--- config.mk ---
export PLATFORM = sky130hd
export DESIGN_NAME = bsf_exec
export DESIGN_NICKNAME = d
export VERILOG_FILES = /design/src/rtl/bsf_shift_unit.v /design/src/rtl/bsf_exec.v
export VERILOG_INCLUDE_DIRS = /design/src /design/src/rtl
export SDC_FILE = /design/constraint.sdc
export NUM_CORES = 1
export LEC_CHECK = 0
export BUFFER_PORTS_ARGS = -buffer_cell sky130_fd_sc_hd__clkbuf_2
export CELL_PAD_IN_SITES_DETAIL_PLACEMENT = 1
export CELL_PAD_IN_SITES_GLOBAL_PLACEMENT = 2
export CORE_UTILIZATION = 31
export CTS_BUF_LIST = sky130_fd_sc_hd__clkbuf_16
export DETAILED_ROUTE_END_ITERATION = 6
export GPL_TIMING_DRIVEN = 0
export HOLD_SLACK_MARGIN = 0.03
export PLACE_DENSITY_LB_ADDON = 0.15
export SLEW_MARGIN = 20
export SYNTH_ARGS = -nofsm -noshare
export SYNTH_HDL_FRONTEND = slang
export SYNTH_SLANG_ARGS = --single-unit
--- constraint.sdc ---
create_clock -name core_clk_in -period 5.1 [get_ports core_clk_in]
set_input_delay 1.02 -clock core_clk_in [delete_from_list [all_inputs] [get_ports core_clk_in]]
set_output_delay 1.02 -clock core_clk_in [all_outputs]
set_load 0.1 [all_outputs]
--- src/rtl/bsf_map.vh ---
// constants for the bit, shift and flag instruction executor
`ifndef BSF_MAP_VH
`define BSF_MAP_VH
// operation codes on op_code_in
`define BSF_OP_NOP 5'h00
`define BSF_OP_EXT_PROG_LOAD 5'h01
`define BSF_OP_PROG_MEM_STORE 5'h02
`define BSF_OP_PORT_IN 5'h03
`define BSF_OP_PORT_OUT 5'h04
`define BSF_OP_PUSH 5'h05
`define BSF_OP_POP 5'h06
`define BSF_OP_IO_BIT_SET 5'h07
`define BSF_OP_IO_BIT_CLEAR 5'h08
`define BSF_OP_LOGIC_SHIFT_LEFT 5'h09
`define BSF_OP_LOGIC_SHIFT_RIGHT 5'h0A
`define BSF_OP_ROTATE_LEFT_CARRY 5'h0B
`define BSF_OP_ROTATE_RIGHT_CARRY 5'h0C
`define BSF_OP_ARITH_SHIFT_RIGHT 5'h0D
`define BSF_OP_NIBBLE_SWAP 5'h0E
`define BSF_OP_STATUS_BIT_SET 5'h0F
`define BSF_OP_STATUS_BIT_CLEAR 5'h10
`define BSF_OP_BIT_TO_TRANSFER_FLAG 5'h11
`define BSF_OP_TRANSFER_FLAG_TO_BIT 5'h12
`define BSF_OP_CARRY_SET 5'h13
`define BSF_OP_CARRY_CLEAR 5'h14
`define BSF_OP_NEGATIVE_SET 5'h15
`define BSF_OP_NEGATIVE_CLEAR 5'h16
`define BSF_OP_ZERO_FLAG_SET 5'h17
`define BSF_OP_ZERO_FLAG_CLEAR 5'h18
`define BSF_OP_IRQ_ENABLE_SET 5'h19
`define BSF_OP_IRQ_ENABLE_CLEAR 5'h1A
// status register bit positions
`define BSF_FLAG_C 0
`define BSF_FLAG_Z 1
`define BSF_FLAG_N 2
`define BSF_FLAG_V 3
`define BSF_FLAG_S 4
`define BSF_FLAG_H 5
`define BSF_FLAG_T 6
`define BSF_FLAG_I 7
// reset values
`define BSF_STATUS_RESET 8'h00
`define BSF_EXT_RESET 8'h00
// cycle counts per instruction
`define BSF_CYC_EXT_LOAD 2'h3
`define BSF_CYC_TWO 2'h2
`define BSF_CYC_ONE 2'h1
`endif

--- src/rtl/bsf_shift_unit.v ---
// shift, rotate and swap datapath with flag results
`timescale 1ns/10ps
module bsf_shift_unit (
  // operation select
  input wire [4:0] op_in,
  // operand and incoming flags
  input wire [7:0] operand_in,
  input wire carry_in,
  // result and flags
  output reg [7:0] result_out,
  output reg carry_out,
  output wire zero_out,
  output wire negative_out,
  output wire overflow_out,
  output wire sign_out
);
`include "bsf_map.vh"

  always @* begin
    result_out = operand_in;
    carry_out = carry_in;
    case (op_in)
      `BSF_OP_LOGIC_SHIFT_LEFT: begin
        result_out = {operand_in[6:0], 1'b0};
        carry_out = operand_in[7];
      end
      `BSF_OP_LOGIC_SHIFT_RIGHT: begin
        result_out = {1'b0, operand_in[7:1]};
        carry_out = operand_in[0];
      end
      `BSF_OP_ROTATE_LEFT_CARRY: begin
        result_out = {operand_in[6:0], carry_in};
        carry_out = operand_in[7];
      end
      `BSF_OP_ROTATE_RIGHT_CARRY: begin
        result_out = {carry_in, operand_in[7:1]};
        carry_out = operand_in[0];
      end
      `BSF_OP_ARITH_SHIFT_RIGHT: begin
        result_out = {operand_in[7], operand_in[7:1]};
        carry_out = operand_in[0];
      end
      `BSF_OP_NIBBLE_SWAP: begin
        result_out = {operand_in[3:0], operand_in[7:4]};
      end
      default: begin
        result_out = operand_in;
        carry_out = carry_in;
      end
    endcase
  end

  assign zero_out = (result_out == 8'h00);
  assign negative_out = result_out[7];
  // shifts define overflow as negative xor carry
  assign overflow_out = result_out[7] ^ carry_out;
  assign sign_out = negative_out ^ overflow_out;
endmodule // bsf_shift_unit

--- src/rtl/bsf_exec.v ---
// executor for bit, shift, flag, port, stack and program-memory ops
// How it works
// - extended load reads ext:Z, increments, three cycles
// - store writes R1:R0 word at Z
// - port in/out copy byte, one cycle
// - push stores source on stack, two cycles
// - pop loads destination from stack, two cycles
// - io bit set/clear touches one bit, two cycles
// - rotate left through carry, one cycle
// - rotate right through carry, one cycle
// - status bit s set or cleared alone
// - source bit b copied into transfer flag
// - transfer flag copied into destination bit b
// - dedicated flag set/clear for C,N,Z,I
//
// Implementation choices: the placing of the registers and strobed register access.
`timescale 1ns/10ps
module bsf_exec (
  // clock and reset
  input wire core_clk_in,
  input wire sys_rst_in,
  // instruction issue
  input wire op_valid_in,
  input wire [4:0] op_code_in,
  input wire [2:0] bit_sel_in,
  input wire [5:0] io_addr_in,
  output wire op_ready_out,
  output reg op_done_out,
  // register file operands
  input wire [7:0] reg_src_in,
  input wire [7:0] reg_dst_in,
  input wire [15:0] z_ptr_in,
  input wire [15:0] r1r0_word_in,
  output reg reg_wr_out,
  output reg [7:0] reg_wr_data_out,
  output reg z_wr_out,
  output reg [15:0] z_wr_data_out,
  // program memory
  output reg pm_rd_out,
  output reg pm_wr_out,
  output reg [23:0] pm_addr_out,
  output reg [15:0] pm_wr_data_out,
  input wire [7:0] pm_rd_data_in,
  // io space
  output reg io_rd_out,
  output reg io_wr_out,
  output reg [5:0] io_addr_out,
  output reg [7:0] io_wr_data_out,
  input wire [7:0] io_rd_data_in,
  // stack
  output reg stack_push_out,
  output reg stack_pop_out,
  output reg [7:0] stack_wr_data_out,
  input wire [7:0] stack_rd_data_in,
  // extension register load and state
  input wire ext_wr_in,
  input wire [7:0] ext_wr_data_in,
  output wire [7:0] prog_addr_extension_out,
  output wire [7:0] status_register_out
);
`include "bsf_map.vh"

  // one-hot: idle takes ops, wait pads the extended load,
  // last finishes every multi-cycle op
  localparam ST_IDLE = 3'b001;
  localparam ST_WAIT = 3'b010;
  localparam ST_LAST = 3'b100;

  reg [2:0] state_reg;
  reg [1:0] cnt_reg;
  reg [4:0] op_reg;
  reg [2:0] bit_reg;
  reg [5:0] io_reg;
  reg [7:0] status_reg;
  reg [7:0] ext_reg;
  reg [7:0] status_next;
  wire [7:0] sh_result;
  wire sh_c;
  wire sh_z;
  wire sh_n;
  wire sh_v;
  wire sh_s;
  wire take;
  wire [23:0] ext_ptr;
  wire [23:0] ext_ptr_inc;

  // one-hot bit decode, used for io bits and status bits alike
  function [7:0] onehot8;
    input [2:0] sel;
    begin
      onehot8 = 8'h01 << sel;
    end
  endfunction

  // multi-cycle ops take a fixed count; everything else one cycle
  function [1:0] cycles_of;
    input [4:0] op;
    begin
      if (op == `BSF_OP_EXT_PROG_LOAD) begin
        cycles_of = `BSF_CYC_EXT_LOAD;
      end else if (op == `BSF_OP_PUSH || op == `BSF_OP_POP ||
                   op == `BSF_OP_IO_BIT_SET ||
                   op == `BSF_OP_IO_BIT_CLEAR) begin
        cycles_of = `BSF_CYC_TWO;
      end else begin
        cycles_of = `BSF_CYC_ONE;
      end
    end
  endfunction

  assign op_ready_out = state_reg[0];
  assign take = op_valid_in && op_ready_out;
  assign status_register_out = status_reg;
  assign prog_addr_extension_out = ext_reg;
  assign ext_ptr = {ext_reg, z_ptr_in};
  // 24-bit increment so a Z wrap carries into the extension
  assign ext_ptr_inc = ext_ptr + 24'h000001;

  bsf_shift_unit u_shift (
    .op_in(op_code_in),
    .operand_in(reg_dst_in),
    .carry_in(status_reg[`BSF_FLAG_C]),
    .result_out(sh_result),
    .carry_out(sh_c),
    .zero_out(sh_z),
    .negative_out(sh_n),
    .overflow_out(sh_v),
    .sign_out(sh_s)
  );

  ////////////////////////////////////////////////////////////////////
  // single-cycle flag updates
  always @* begin
    status_next = status_reg;
    if (take) begin
      case (op_code_in)
        `BSF_OP_LOGIC_SHIFT_LEFT,
        `BSF_OP_LOGIC_SHIFT_RIGHT,
        `BSF_OP_ROTATE_LEFT_CARRY,
        `BSF_OP_ROTATE_RIGHT_CARRY,
        `BSF_OP_ARITH_SHIFT_RIGHT: begin
          status_next[`BSF_FLAG_C] = sh_c;
          status_next[`BSF_FLAG_Z] = sh_z;
          status_next[`BSF_FLAG_N] = sh_n;
          status_next[`BSF_FLAG_V] = sh_v;
          // sign follows n^v, kept coherent with the other flags
          status_next[`BSF_FLAG_S] = sh_s;
        end
        `BSF_OP_STATUS_BIT_SET: begin
          status_next = status_reg | onehot8(bit_sel_in);
        end
        `BSF_OP_STATUS_BIT_CLEAR: begin
          status_next = status_reg & ~onehot8(bit_sel_in);
        end
        `BSF_OP_BIT_TO_TRANSFER_FLAG: begin
          status_next[`BSF_FLAG_T] = reg_src_in[bit_sel_in];
        end
        `BSF_OP_CARRY_SET: begin
          status_next[`BSF_FLAG_C] = 1'b1;
        end
        `BSF_OP_CARRY_CLEAR: begin
          status_next[`BSF_FLAG_C] = 1'b0;
        end
        `BSF_OP_NEGATIVE_SET: begin
          status_next[`BSF_FLAG_N] = 1'b1;
        end
        `BSF_OP_NEGATIVE_CLEAR: begin
          status_next[`BSF_FLAG_N] = 1'b0;
        end
        `BSF_OP_ZERO_FLAG_SET: begin
          status_next[`BSF_FLAG_Z] = 1'b1;
        end
        `BSF_OP_ZERO_FLAG_CLEAR: begin
          status_next[`BSF_FLAG_Z] = 1'b0;
        end
        `BSF_OP_IRQ_ENABLE_SET: begin
          status_next[`BSF_FLAG_I] = 1'b1;
        end
        `BSF_OP_IRQ_ENABLE_CLEAR: begin
          status_next[`BSF_FLAG_I] = 1'b0;
        end
        default: begin
          status_next = status_reg;
        end
      endcase
    end
  end

  ////////////////////////////////////////////////////////////////////
  // sequencer and datapath strobes
  always @(posedge core_clk_in or posedge sys_rst_in) begin
    if (sys_rst_in) begin
      state_reg <= ST_IDLE;
      cnt_reg <= 2'h0;
      op_reg <= `BSF_OP_NOP;
      bit_reg <= 3'h0;
      io_reg <= 6'h00;
      status_reg <= `BSF_STATUS_RESET;
      ext_reg <= `BSF_EXT_RESET;
      op_done_out <= 1'b0;
      reg_wr_out <= 1'b0;
      reg_wr_data_out <= 8'h00;
      z_wr_out <= 1'b0;
      z_wr_data_out <= 16'h0000;
      pm_rd_out <= 1'b0;
      pm_wr_out <= 1'b0;
      pm_addr_out <= 24'h000000;
      pm_wr_data_out <= 16'h0000;
      io_rd_out <= 1'b0;
      io_wr_out <= 1'b0;
      io_addr_out <= 6'h00;
      io_wr_data_out <= 8'h00;
      stack_push_out <= 1'b0;
      stack_pop_out <= 1'b0;
      stack_wr_data_out <= 8'h00;
    end else begin
      status_reg <= status_next;
      op_done_out <= 1'b0;
      reg_wr_out <= 1'b0;
      z_wr_out <= 1'b0;
      pm_rd_out <= 1'b0;
      pm_wr_out <= 1'b0;
      io_rd_out <= 1'b0;
      io_wr_out <= 1'b0;
      stack_push_out <= 1'b0;
      stack_pop_out <= 1'b0;
      // the executor's own increment wins over a software load
      if (ext_wr_in) begin
        ext_reg <= ext_wr_data_in;
      end
      case (state_reg)
        ST_IDLE: begin
          if (take) begin
            op_reg <= op_code_in;
            bit_reg <= bit_sel_in;
            io_reg <= io_addr_in;
            io_addr_out <= io_addr_in;
            cnt_reg <= cycles_of(op_code_in) - 2'h1;
            // flags of single-cycle ops land on this same edge
            case (op_code_in)
              `BSF_OP_EXT_PROG_LOAD: begin
                pm_rd_out <= 1'b1;
                pm_addr_out <= ext_ptr;
                ext_reg <= ext_ptr_inc[23:16];
                z_wr_out <= 1'b1;
                z_wr_data_out <= ext_ptr_inc[15:0];
                state_reg <= ST_WAIT;
              end
              `BSF_OP_PROG_MEM_STORE: begin
                // one cycle chosen here; the memory paces itself
                // the extension is not used: Z alone picks the word
                pm_wr_out <= 1'b1;
                pm_addr_out <= {8'h00, z_ptr_in};
                pm_wr_data_out <= r1r0_word_in;
                op_done_out <= 1'b1;
              end
              `BSF_OP_PORT_IN: begin
                // io data is combinational from the addressed port
                reg_wr_out <= 1'b1;
                reg_wr_data_out <= io_rd_data_in;
                io_rd_out <= 1'b1;
                op_done_out <= 1'b1;
              end
              `BSF_OP_PORT_OUT: begin
                io_wr_out <= 1'b1;
                io_wr_data_out <= reg_src_in;
                op_done_out <= 1'b1;
              end
              `BSF_OP_PUSH: begin
                stack_push_out <= 1'b1;
                stack_wr_data_out <= reg_src_in;
                state_reg <= ST_LAST;
              end
              `BSF_OP_POP: begin
                stack_pop_out <= 1'b1;
                state_reg <= ST_LAST;
              end
              `BSF_OP_IO_BIT_SET,
              `BSF_OP_IO_BIT_CLEAR: begin
                io_rd_out <= 1'b1;
                state_reg <= ST_LAST;
              end
              `BSF_OP_LOGIC_SHIFT_LEFT,
              `BSF_OP_LOGIC_SHIFT_RIGHT,
              `BSF_OP_ROTATE_LEFT_CARRY,
              `BSF_OP_ROTATE_RIGHT_CARRY,
              `BSF_OP_ARITH_SHIFT_RIGHT,
              `BSF_OP_NIBBLE_SWAP: begin
                reg_wr_out <= 1'b1;
                reg_wr_data_out <= sh_result;
                op_done_out <= 1'b1;
              end
              `BSF_OP_TRANSFER_FLAG_TO_BIT: begin
                reg_wr_out <= 1'b1;
                reg_wr_data_out <= status_reg[`BSF_FLAG_T] ?
                  (reg_dst_in | onehot8(bit_sel_in)) :
                  (reg_dst_in & ~onehot8(bit_sel_in));
                op_done_out <= 1'b1;
              end
              default: begin
                op_done_out <= 1'b1;
              end
            endcase
          end
        end
        ST_WAIT: begin
          // only the extended load passes through here
          cnt_reg <= cnt_reg - 2'h1;
          if (cnt_reg == 2'h2) begin
            state_reg <= ST_LAST;
          end
        end
        ST_LAST: begin
          // bit ops are read-modify-write and not atomic: a port
          // that changes between read and write loses that change
          state_reg <= ST_IDLE;
          op_done_out <= 1'b1;
          cnt_reg <= 2'h0;
          if (op_reg == `BSF_OP_EXT_PROG_LOAD) begin
            // memory data is held stable until the final cycle
            reg_wr_out <= 1'b1;
            reg_wr_data_out <= pm_rd_data_in;
          end else if (op_reg == `BSF_OP_POP) begin
            reg_wr_out <= 1'b1;
            reg_wr_data_out <= stack_rd_data_in;
          end else if (op_reg == `BSF_OP_IO_BIT_SET) begin
            io_wr_out <= 1'b1;
            io_addr_out <= io_reg;
            io_wr_data_out <= io_rd_data_in | onehot8(bit_reg);
          end else if (op_reg == `BSF_OP_IO_BIT_CLEAR) begin
            io_wr_out <= 1'b1;
            io_addr_out <= io_reg;
            io_wr_data_out <= io_rd_data_in & ~onehot8(bit_reg);
          end
        end
        default: begin
          state_reg <= ST_IDLE;
        end
      endcase
    end
  end
endmodule // bsf_exec

Yosys cells after proc, flatten, opt, wreduce, memory -nomap -nowiden
Index checks and enable logic that the tools add are counted.
{"block": "classes", "add_sub_neg": 3, "reduce_logical": 40, "bitwise_logic": 10, "eq_ne": 43, "n_mux": 75, "n_shift": 2, "n_lt_le_gt_ge": 1}
{"op": "two-way mux 8 bit", "n": 14}
{"op": "equality test 5 bit, second input constant", "n": 11}
{"op": "one-hot mux 24 bit (2 select lines)", "n": 1}
{"op": "one-hot mux 8 bit (6 select lines)", "n": 1}
{"op": "equality test 5 x 4 -> 1 bit, second input constant", "n": 9}
{"op": "one-hot mux 8 bit (2 select lines)", "n": 2}
{"op": "equality test 5 x 3 -> 1 bit, second input constant", "n": 6}
{"op": "two-way mux 6 bit", "n": 5}
{"op": "two-way mux 1 bit", "n": 28}
{"op": "adder 24 x 1 -> 24 bit, second input constant", "n": 1}
{"op": "bitwise AND 8 bit", "n": 3}
{"op": "bitwise OR 8 bit", "n": 3}
{"op": "one-hot mux 8 bit (3 select lines)", "n": 1}
{"op": "AND reduction 2 bit", "n": 9}
{"op": "inverter 8 bit", "n": 2}
{"op": "left shift 1 x 3 -> 8 bit, first input constant", "n": 2}
{"op": "one-hot mux 1 bit (5 select lines)", "n": 3}
{"op": "AND reduction 3 bit", "n": 5}
{"op": "nonzero test 5 bit", "n": 3}
{"op": "one-hot mux 2 bit (3 select lines)", "n": 2}
{"op": "one-hot mux 3 bit (2 select lines)", "n": 2}
{"op": "one-hot mux 6 bit (2 select lines)", "n": 1}
{"op": "equality test 5 x 1 -> 1 bit, second input constant", "n": 2}
{"op": "equality test 5 x 2 -> 1 bit, second input constant", "n": 2}
{"op": "other kinds (32)", "n": 56}
{"block": "word_totals", "wordCells": 202, "ff_bits": 129, "output_inout_bits": 112}

Logic depth before layout (Yosys ltp)
Gate-level depths: netlist of run 1.
{"block": "logic_depth", "word_depth": 11, "depth_mapped": 9, "ltp_nobuf": 6}

By module
A second synthesis of run 1 with hierarchy kept.
{"block": "unflattened", "hier_cells": 757, "area_unflattened_um2": 7158.1}
{"module": "bsf_exec", "area_per_inst_um2": 6797.8, "n_inst": 1, "cells_per_inst": 713, "seq_area_each_um2": 3229.3}
{"module": "bsf_shift_unit", "area_per_inst_um2": 360.3, "n_inst": 1, "cells_per_inst": 44, "seq_area_each_um2": 0.0}

Least setup slack after synthesis of run 1
Ideal clock, no wire load.
{"block": "synth_timing", "kind": "in2reg", "startpoint": "input port op_code_in[0]", "endpoint": "register pm_addr_out[0]", "t_arrival_ps": 2462, "path_stages": 7, "slack_ps": 2512, "path_buffers": 2, "required_time_ps": 4974, "cell_sequence": "buf_2 -> and2b_1 -> nand3_4 -> inv_2 -> nor2_2 -> buf_2 -> mux2_2"}
{"block": "synth_via", "elab_chain_len": 3}
{"item": "from (decl)", "line": "bsf_exec.v:24", "source": "input wire [4:0] op_code_in,"}
{"item": "equality test 5 x 1 -> 1 bit or equality test 5 x 2 -> 1 bit (tied branches)", "line": "bsf_exec.v:240", "source": "case (op_code_in)"}
{"item": "nonzero test 2 bit (no source line) *"}
{"item": "AND reduction 3 bit (no source line) *"}
{"item": "to (signal assigned)", "line": "bsf_exec.v:243", "source": "pm_addr_out <= ext_ptr;"}
{"item": "to (signal assigned)", "line": "bsf_exec.v:253", "source": "pm_addr_out <= {8'h00, z_ptr_in};"}
{"item": "to (decl)", "line": "bsf_exec.v:41", "source": "output reg [23:0] pm_addr_out,"}
Every way passes the cells marked *; elsewhere a longest branch is shown, timed or not.
A chain may end at the register's enable or synchronous reset.

Worst setup path after layout of run 1
{"block": "layout_timing", "startpoint": "input port op_code_in[3]", "endpoint": "register status_reg[1] (netlist: status_register_out[1])"}
{"block": "layout_via", "elab_chain_len": 4}
{"item": "equality test 5 x 4 -> 1 bit, on equally long branches", "line": "bsf_shift_unit.v:22, bsf_exec.v:136"}
{"item": "one-hot mux 8 bit (6 select lines) or OR reduction 5 bit (tied branches)", "line": "bsf_shift_unit.v:22, bsf_exec.v:136"}
{"item": "zero test 8 bit or nonzero test 5 bit (tied branches)"}
{"item": "one-hot mux 1 bit (5 select lines) or AND reduction 2 bit (tied branches)"}
{"item": "to (signal assigned)", "line": "bsf_exec.v:198", "source": "status_reg <= `BSF_STATUS_RESET;"}
{"item": "to (signal assigned)", "line": "bsf_exec.v:217", "source": "status_reg <= status_next;"}
{"item": "to (decl)", "line": "bsf_exec.v:74", "source": "reg [7:0] status_reg;"}
Parallel ways exist; a longest one is shown, timed or not.

==> results of run 1 <==
## tightest hold or removal path, stage by stage, from the launching register on
cell	delay (ps)
dfrtp_1	340
nand2_1	50
nand2_1	50
## routing by layer
| layer | share of wire | GRT usage | up-vias | wire, um |
|---|---|---|---|---|
| li1 | - | - | 3055 | - |
| met1 | 0.46 | 0.277 | 3196 | 11000 |
| met2 | 0.48 | 0.349 | 148 | 11400 |
| met3 | 0.045 | 0.0475 | 17 | 1070 |
| met4 | 0.0071 | 0.0471 | 0 | 168 |
| met5 | 0 | 0 | - | 0 |
## power breakdown
part,switching [mW],internal [mW],leakage [nW]
Sequential,0.107,1.20,1.63
Clock,0.515,0.776,0.288
Combinational,1.55,0.312,2.39
## cells in the final DEF, fill, tap and decap left out, drive strengths merged, types with 4 or more instances in the layout
cell,instances
a211oi,13
a22o,9
nor3b,9
and2,6
mux2i,17
nand4,4
a31oi,7
nor3,19
mux2,57
clkbuf,256
nor2,48
and3,10
nand3,21
a211o,5
dfrtp,128
a21oi,19
nand3b,7
a221o,4
or3b,4
clkinvlp,4
buf,22
nor2b,5
nand2,113
inv,18
xor2,5
o21ai,62
xnor2,12
a311oi,4
nand2b,6
and3b,4
nor4,6
## final cells by class
cell class,count,area [um2],area share
Clock inverter,15,183,0.0202
Timing Repair Buffer,210,1070,0.119
Inverter,12,52.6,0.00581
Clock buffer,17,425,0.0471
Tap cell,280,350,0.0388
Sequential cell,129,3230,0.357
Buffer,51,230,0.0255
Multi-Input combinational cell,530,3490,0.387
## final timing paths
check,startpoint,endpoint,slack [ps],cells past startpoint
max in group asynchronous,sys_rst_in,pm_addr_out[23]$_DFFE_PP0P_,3730,3
max reg2reg,state_reg[2]$_DFFE_PP0P_,pm_addr_out[1]$_DFFE_PP0P_,2740,7
min in group asynchronous,sys_rst_in,pm_wr_data_out[4]$_DFFE_PP0P_,580,2
min reg2reg,pm_addr_out[23]$_DFFE_PP0P_,pm_addr_out[23]$_DFFE_PP0P_,470,2
min,pm_addr_out[23]$_DFFE_PP0P_,pm_addr_out[23]$_DFFE_PP0P_,470,2
max,op_code_in[3],status_register_out[1]$_DFFE_PP0P_,2320,7
## through the flow
stage                     utilization  power [mW]  std cells
after CTS                       0.412        4.51       1244
after global placement          0.382        3.19       1211
final                           0.412        4.47       1244
after global routing            0.412        4.63       1244
after floorplan                     -        2.84        722
after detailed placement        0.384        3.21       1212
## cell families after synthesis
group	Yosys count
xor gates and xnor gates	17
buffers and inverters	63
adders and majority gates	1
DFF	129
muxes	76
and+or+nand+nor	278
AOI/OAI and AO/OA	158
==> impl_metrics.ini, run 1 <==
[logic_synthesis]
synthesis.area_um2 = 7000
yosysTopAreaCell = dfrtp_1
synthAdderAreaFrac = 0.00179
synthesis.nets = 821
synth_ff_type = dfrtp_1
synthXorXnorAreaFrac = 0.0213
synth_most_common_cell = dfrtp_1
avgSynthCellArea_um2 = 9.69
yosysWarningCount = 0
synth_top_family_by_area = simple AND/OR/NAND/NOR gates
muxShareOfSynthArea = 0.122
synth_top_area_frac = 0.458
async_flop_share = 1.00
yosys.area_share.simple = 0.202
netlist_instances = 722
ys_ff_latch = 129
synth_compound_area_frac = 0.152
synthTopCellsByCount = dfrtp_1, nand2_1, mux2_2, o21ai_0, nor2_1
synthTopCellsByArea = dfrtp_1, mux2_2, nand2_1, o21ai_0, nor2_1
yosysSeqAreaShare = 0.461
synth_edf_count = 0
synthDistinctLibCells = 75

[layout]
regMostFlops = pm_addr_out
largest_register_ffs = 24
reg_top3 = pm_addr_out (24), pm_wr_data_out (16), z_wr_data_out (16)
final_area_um2 = 9040
drive_above_1_share = 0.346
fillers = 2563
syn_to_final_growth_pct = 29.1
final_nets = 1050
antenna_cells = 0

[sta]
period_share = 0.544
rsz0062_at_grt = no
timing.setup.tns_ps = 0
finalClockSkew_ps = 13.6
fin_crit_ps = 2780
tightest_slew_ps = 735
final_hold_viol_count = 0
setup_violations = 0
whs_ps = 470
max_freq_ghz = 0.360
setup_ws_ps = 2320
slew_viol_final = 0
relSlewSlack = 0.507

[drt]
via_per_inst = 5.16
avgRoutedWirePerCell_um = 19.0
ant_nets = 0
vias = 6416
wirelength_um = 23700
drtIter0Drc = 338
drc = 3
drtPass1Iterations = 7

[power_and_ir_drop]
power_density_nw_per_um2 = 494
peakVddDrop_mv = 0.254
leakagePower_nw = 4.31

[floorplanning]
die_w_um = 152
num_io_pins = 210
num_rows = 54
core_area_um2 = 22000
start_util = 0.319
die_h_um = 152
dieArea_um2 = 23200

[clock_tree]
cts_resized = 0
clk_pin_slew_ps = 70
cts_setup_buffers = 0
htree_num_levels = 4
clock_latency_ps = 420
postCtsHoldBufs = 0
cts_sinks = 129
clk_path_buf_depth = 2
tritoncts = built
clockRootBuffer = clkbuf_16
cts_buffers = 17

[worst_setup_path]
crit_type = input port to register
worstPathRequired_ps = 5410
path_cells = clkbuf_2 -> buf_2 -> and2b_1 -> nand3_1 -> a211oi_1 -> nand3_1 -> o41ai_1
worstSetupEndpointType = register
max_stage_delay_ps = 730
crit_top_cell = nand3_1
cp_max_fo = 10
crit_path_start_kind = input port
cp_data_arrival_time_ps = 3090
crit_path_top_delay_cell = a211oi_1
critPathBufInv = 2
crit_family = compound AO/OA/AOI/OAI gates

[global_routing]
grt_pass1_vias = 6717
gr-total-overflow = 0
grt_max_degree = 95
grt_pass1_wl_um = 38100
grt_usage = 0.210
antenna_found_initial = 0

[job]
cap_violations = 0

[placement]
pre_cts_slack_ps = 1930
port_buffers = 209
dp_hpwl_um = 18000
gp_congestion = 0.850
postPlaceCellArea_um2 = 8430

[outcome]
violations = DRC
status = complete, but fails checks

[hold_path]
min_path_type = register to register
No activity file was read; power rests on OpenSTA's default activity.
==> inputs of run 2 (changes only) <==
Clock period 5.1 ns to 2.7 ns, I/O delays scaled along.
==> run 2 against run 1 <==
Compared with the run above: the run still ends with DRC left; core utilization grew 0.26 points; sequential power up 89%; first-iteration DRC count increased by 8.0%; final cell count is 0.32% higher; worst setup slack got worse by 2000 ps; count of clock-buffer cells in the layout unchanged; worst hold slack worse by 390 ps; via count rose by 1.0%; flip-flop and latch count unchanged; clock skew decreased by 4.1 ps.
==> impl_metrics.ini, run 2 (synthesis gave the netlist of run 1 again) <==
[layout]
final_nets = 1054
fillers = 2581
final_common_cell = clkbuf_2
regArea_um2 = 3230
reg_top3 = pm_addr_out (24), pm_wr_data_out (16), z_wr_data_out (16)
regMostFlops = pm_addr_out
mostFrequentLayoutCells = clkbuf_2, dfrtp_1, nand2_1, mux2_2, o21ai_0
drive_above_1_share = 0.349
largest_register_ffs = 24
syn_to_final_growth_pct = 29.9
multi_input_comb_area_um2 = 3490
stdcell_count = 1248
antenna_cells = 0

[drt]
ant_nets = 0
drc = 4
wirelength_um = 23700
vias = 6480
met1_length_um = 10900
wl_met2_um = 11500
via_per_inst = 5.19
routed.top_layer = met4
drtPass1Iterations = 7
wl_met3_um = 1000
drtIter0Drc = 365
avgRoutedWirePerCell_um = 19.0

[sta]
tightest_slew_ps = 751
max_freq_ghz = 0.428
rsz0062_at_grt = no
period_share = 0.865
final_hold_viol_count = 0
fin_crit_ps = 2340
slew_viol_final = 0
finalClockSkew_ps = 9.47
relSlewSlack = 0.496
setup_violations = 0

[global_routing]
grt_pass1_wl_um = 38500
grt_pass1_vias = 6742
gr-total-overflow = 0
grt_usage = 0.212
grt_max_degree = 29
antenna_found_initial = 0

[floorplanning]
core_area_um2 = 22000
dieArea_um2 = 23200
die_h_um = 152
start_util = 0.319
die_w_um = 152
num_io_pins = 210
num_rows = 54

[power_and_ir_drop]
leakagePower_nw = 4.33
peakVddDrop_mv = 0.512
power_density_nw_per_um2 = 918
p_total_mw = 8.35

[worst_setup_path]
cp_max_fo = 10
worstPathRequired_ps = 3000
crit_path_start_kind = register
cp_data_arrival_time_ps = 2640
crit_type = register to register
worstSetupEndpointType = register

[clock_tree]
cts_setup_buffers = 0
cts_buffers = 17
postCtsHoldBufs = 0
cts_sinks = 129
clk_pin_slew_ps = 60
clock_latency_ps = 420
clockRootBuffer = clkbuf_16
htree_num_levels = 4
clk_path_buf_depth = 2
cts_resized = 0
tritoncts = built

[outcome]
status = complete, but fails checks
violations = DRC

[job]
cap_violations = 0

[placement]
place_inst = 1216
gp_congestion = 0.863
dp_hpwl_um = 18300
port_buffers = 209

[hold_path]
min_path_type = input port to async pin
-- run 2: changes by cell type in the layout (fill, tap and decap cells not counted), sizes merged --
cell and delta:
buf +4, clkinv +2, bufinv -1, inv -1
-- run 2: critical path, cell delays in order (launching register included) --
cell and delay, ps:
dfrtp_1 500, nor4bb_1 100, buf_4 190, and3_1 170, buf_4 190, nor2_2 360, buf_2 340, mux2_2 370
-- run 2: area by class of cell --
class,count,share of cell area
multi-input cells,530,0.384
plain buffers,51,0.0253
inverters,12,0.00537
well taps,280,0.0385
repair buffers,214,0.127
flip-flops and latches,129,0.355
clock inverters,15,0.0179
clock buffers,17,0.0468
-- run 2: metrics by stage --
step | setup WS, ps | setup TNS, ps | instance area [um2] | hold slack (ps) | util
floorplan | 400 | 0 | 7000 | 446 | -
global route | 170 | 0 | 9090 | 94.0 | 0.414
global placement | -521 | -64370 | 8400 | 460 | 0.382
CTS | 314 | 0 | 9090 | 76.6 | 0.414
detailed placement | 28.0 | 0 | 8510 | 467 | 0.387
finish | 363 | 0 | 9090 | 81.5 | 0.414
-- run 2: power breakdown --
group	leakage [nW]	internal [mW]	switching (mW)
clock network	0.285	1.37	0.962
logic	2.42	0.601	2.93
registers	1.63	2.27	0.202
total	4.33	4.25	4.10
-- run 2: per-layer routing --
metal | vias up | track usage
met5 | - | 0
met4 | 0 | 0.0544
met3 | 19 | 0.0384
met2 | 157 | 0.355
met1 | 3247 | 0.283
li1 | 3057 | -
-- run 2: path summary, 6_finish.rpt --
path / from / endpoint / slack [ps] / cells after the start
max in group asynchronous: sys_rst_in / pm_addr_out[7]$_DFFE_PP0P_ / 1710 / 5
worst max-delay path: state_reg[2]$_DFFE_PP0P_ / pm_addr_out[3]$_DFFE_PP0P_ / 360 / 7
worst min-delay path: sys_rst_in / pm_wr_out$_DFF_PP0_ / 80 / 2
worst min register to register: io_reg[3]$_DFFE_PP0P_ / io_reg[3]$_DFFE_PP0P_ / 480 / 2
worst max register to register: state_reg[2]$_DFFE_PP0P_ / pm_addr_out[3]$_DFFE_PP0P_ / 360 / 7
min in group core_clk_in: io_addr_in[1] / io_reg[1]$_DFFE_PP0P_ / 340 / 3
==> inputs of run 3 (changes only) <==
Settings changed: SETUP_SLACK_MARGIN from default to 0.4.
==> run 3 against run 2 <==
Compared with the run above: the flow still finishes with violations (DRC); cell area increased by 0.50%; combinational power about the same; first-iteration DRC count unchanged; non-clock buffer count increased by 2; die area unchanged; worst hold slack got worse by 2.4 ps; count of clock-buffer cells in the layout unchanged.
==> impl_metrics.ini, run 3 (synthesis gave the netlist of run 1 again) <==
[power_and_ir_drop]
peakVddDrop_mv = 0.512
combinationalPowerShare = 0.424
pwr-share-seq = 0.296
clkPwrFrac = 0.280
netSwitchingFraction = 0.491
power_density_nw_per_um2 = 915
p_sw_mw = 4.11
leakagePower_nw = 4.35
p_int_mw = 4.25
p_total_mw = 8.36

[sta]
whs_ps = 79.1
slew_viol_final = 0
fin_crit_ps = 2130
max_freq_ghz = 0.470
setup_violations = 0
period_share = 0.788
final_hold_viol_count = 0
relSlewSlack = 0.522
timing.setup.tns_ps = 0
finalClockSkew_ps = 9.63
setup_ws_ps = 571
rsz0062_at_grt = no
tightest_slew_ps = 717

[global_routing]
grt_max_degree = 29
grt_pass1_wl_um = 38500
grt_usage = 0.212
antenna_found_initial = 0
gr-total-overflow = 0
grt_pass1_vias = 6743

[worst_setup_path]
cp_max_fo = 9
worstPathRequired_ps = 3010
r2r-start = state_reg[0]$_DFFE_PP1P_
r2r_end = stack_wr_data_out[0]$_DFFE_PP0P_
r2r_cells = 6
crit_type = register to register
crit_path_start_kind = register
r2r_slack_ps = 570
crit_family = simple AND/OR/NAND/NOR gates
cp_data_arrival_time_ps = 2440
worstSetupEndpointType = register
crit_path_top_delay_cell = dfstp_2
path_cells = nor4bb_2 -> buf_4 -> nand3_1 -> inv_1 -> nand2_1 -> mux2_2
critPathBufInv = 2
max_stage_delay_ps = 580

[clock_tree]
clk_pin_slew_ps = 70
postCtsHoldBufs = 0
clk_path_buf_depth = 2
htree_num_levels = 4
cts_buffers = 17
tritoncts = built
clockRootBuffer = clkbuf_16
clock_latency_ps = 430
cts_sinks = 129

[drt]
wl_met3_um = 969
avgRoutedWirePerCell_um = 19.0
drc = 4
drtIter0Drc = 365
wl_met2_um = 11400
drtPass1Iterations = 7
routed.top_layer = met4
vias = 6494
via_per_inst = 5.20
wirelength_um = 23700
ant_nets = 0
met1_length_um = 11000

[placement]
dp_hpwl_um = 18300
port_buffers = 209
gp_congestion = 0.863
pre_cts_slack_ps = 28.0
place_inst = 1216

[floorplanning]
die_w_um = 152
num_io_pins = 210
core_area_um2 = 22000
num_rows = 54
start_util = 0.319
dieArea_um2 = 23200
die_h_um = 152

[layout]
final_nets = 1056
mostFrequentLayoutCells = clkbuf_2, dfrtp_1, nand2_1, mux2_2, o21ai_0
final_common_cell = clkbuf_2
regMostFlops = pm_addr_out
drive_above_1_share = 0.356
reg_top3 = pm_addr_out (24), pm_wr_data_out (16), z_wr_data_out (16)
antenna_cells = 0
stdcell_count = 1250
largest_register_ffs = 24
syn_to_final_growth_pct = 30.6

[outcome]
status = complete, but fails checks
violations = DRC

[hold_path]
min_path_type = input port to async pin

[job]
cap_violations = 0
==> run 3: changes by cell type in the layout (fill, tap and decap cells not counted), sizes merged <==
cell,delta
clkbuf,+1
buf,+1
==> run 3: worst max-delay path by stage <==
stage                             startpoint                                    to  slack (ps)  depth (start not counted)
finish              state_reg[0]$_DFFE_PP1P_      stack_wr_data_out[0]$_DFFE_PP0P_         570                          6
global route        state_reg[1]$_DFFE_PP0P_        reg_wr_data_out[6]$_DFFE_PP0P_         410                          9
CTS                 state_reg[0]$_DFFE_PP1P_         pm_wr_data_out[5]$_DFFE_PP0P_         440                          6
detailed placement             op_code_in[0]            pm_addr_out[3]$_DFFE_PP0P_          30                          8
global placement                  sys_rst_in              stack_push_out$_DFF_PP0_        -520                          2
floorplan           state_reg[0]$_DFFE_PP1P_  prog_addr_extension_out[2]$_DFF_PP0_         400                          6
==> run 3: timing repair <==
action / in CTS / in global routing
setup endpoints to repair: 18 / 45
gates resized for setup: 2 / 7
setup buffers: 0 / 2
cloned: 0 / 0
pin swaps: 1 / 1
==> run 3: cell type report <==
class | count | area, um2
inverters | 12 | 48.8
fillers | 2582 | 12800
well taps | 280 | 350
multi-input cells | 530 | 3520
clock buffers | 17 | 425
flip-flops and latches | 129 | 3230
repair buffers | 216 | 1170
plain buffers | 51 | 235
clock inverters | 15 | 163
==> run 3: metrics by stage <==
step                       util  instance area (um2)
after floorplan               -                 7000
after global placement    0.382                 8400
after detailed placement  0.387                 8510
after CTS                 0.414                 9100
after global routing      0.416                 9140
final                     0.416                 9140
==> run 3: layer usage <==
| layer | vias up | track usage |
|---|---|---|
| met5 | - | 0 |
| li1 | 3069 | - |
| met3 | 22 | 0.0384 |
| met1 | 3258 | 0.284 |
| met4 | 0 | 0.0544 |
| met2 | 145 | 0.354 |
==> run 3: power by group through the flow <==
stage	Combinational, mW	Clock, mW	Sequential (mW)
final	3.54	2.34	2.48
after CTS	3.56	2.40	2.48
after floorplan	0.603	0	4.76
after detailed placement	3.56	0	2.51
after global routing	3.69	2.47	2.53
after global placement	3.52	0	2.50
==> run 3: worst reg2reg max path, stage by stage, from the launching register on <==
cell and delay, ps:
dfstp_2 580, nor4bb_2 210, buf_4 210, nand3_1 160, inv_1 120, nand2_1 330, mux2_2 410
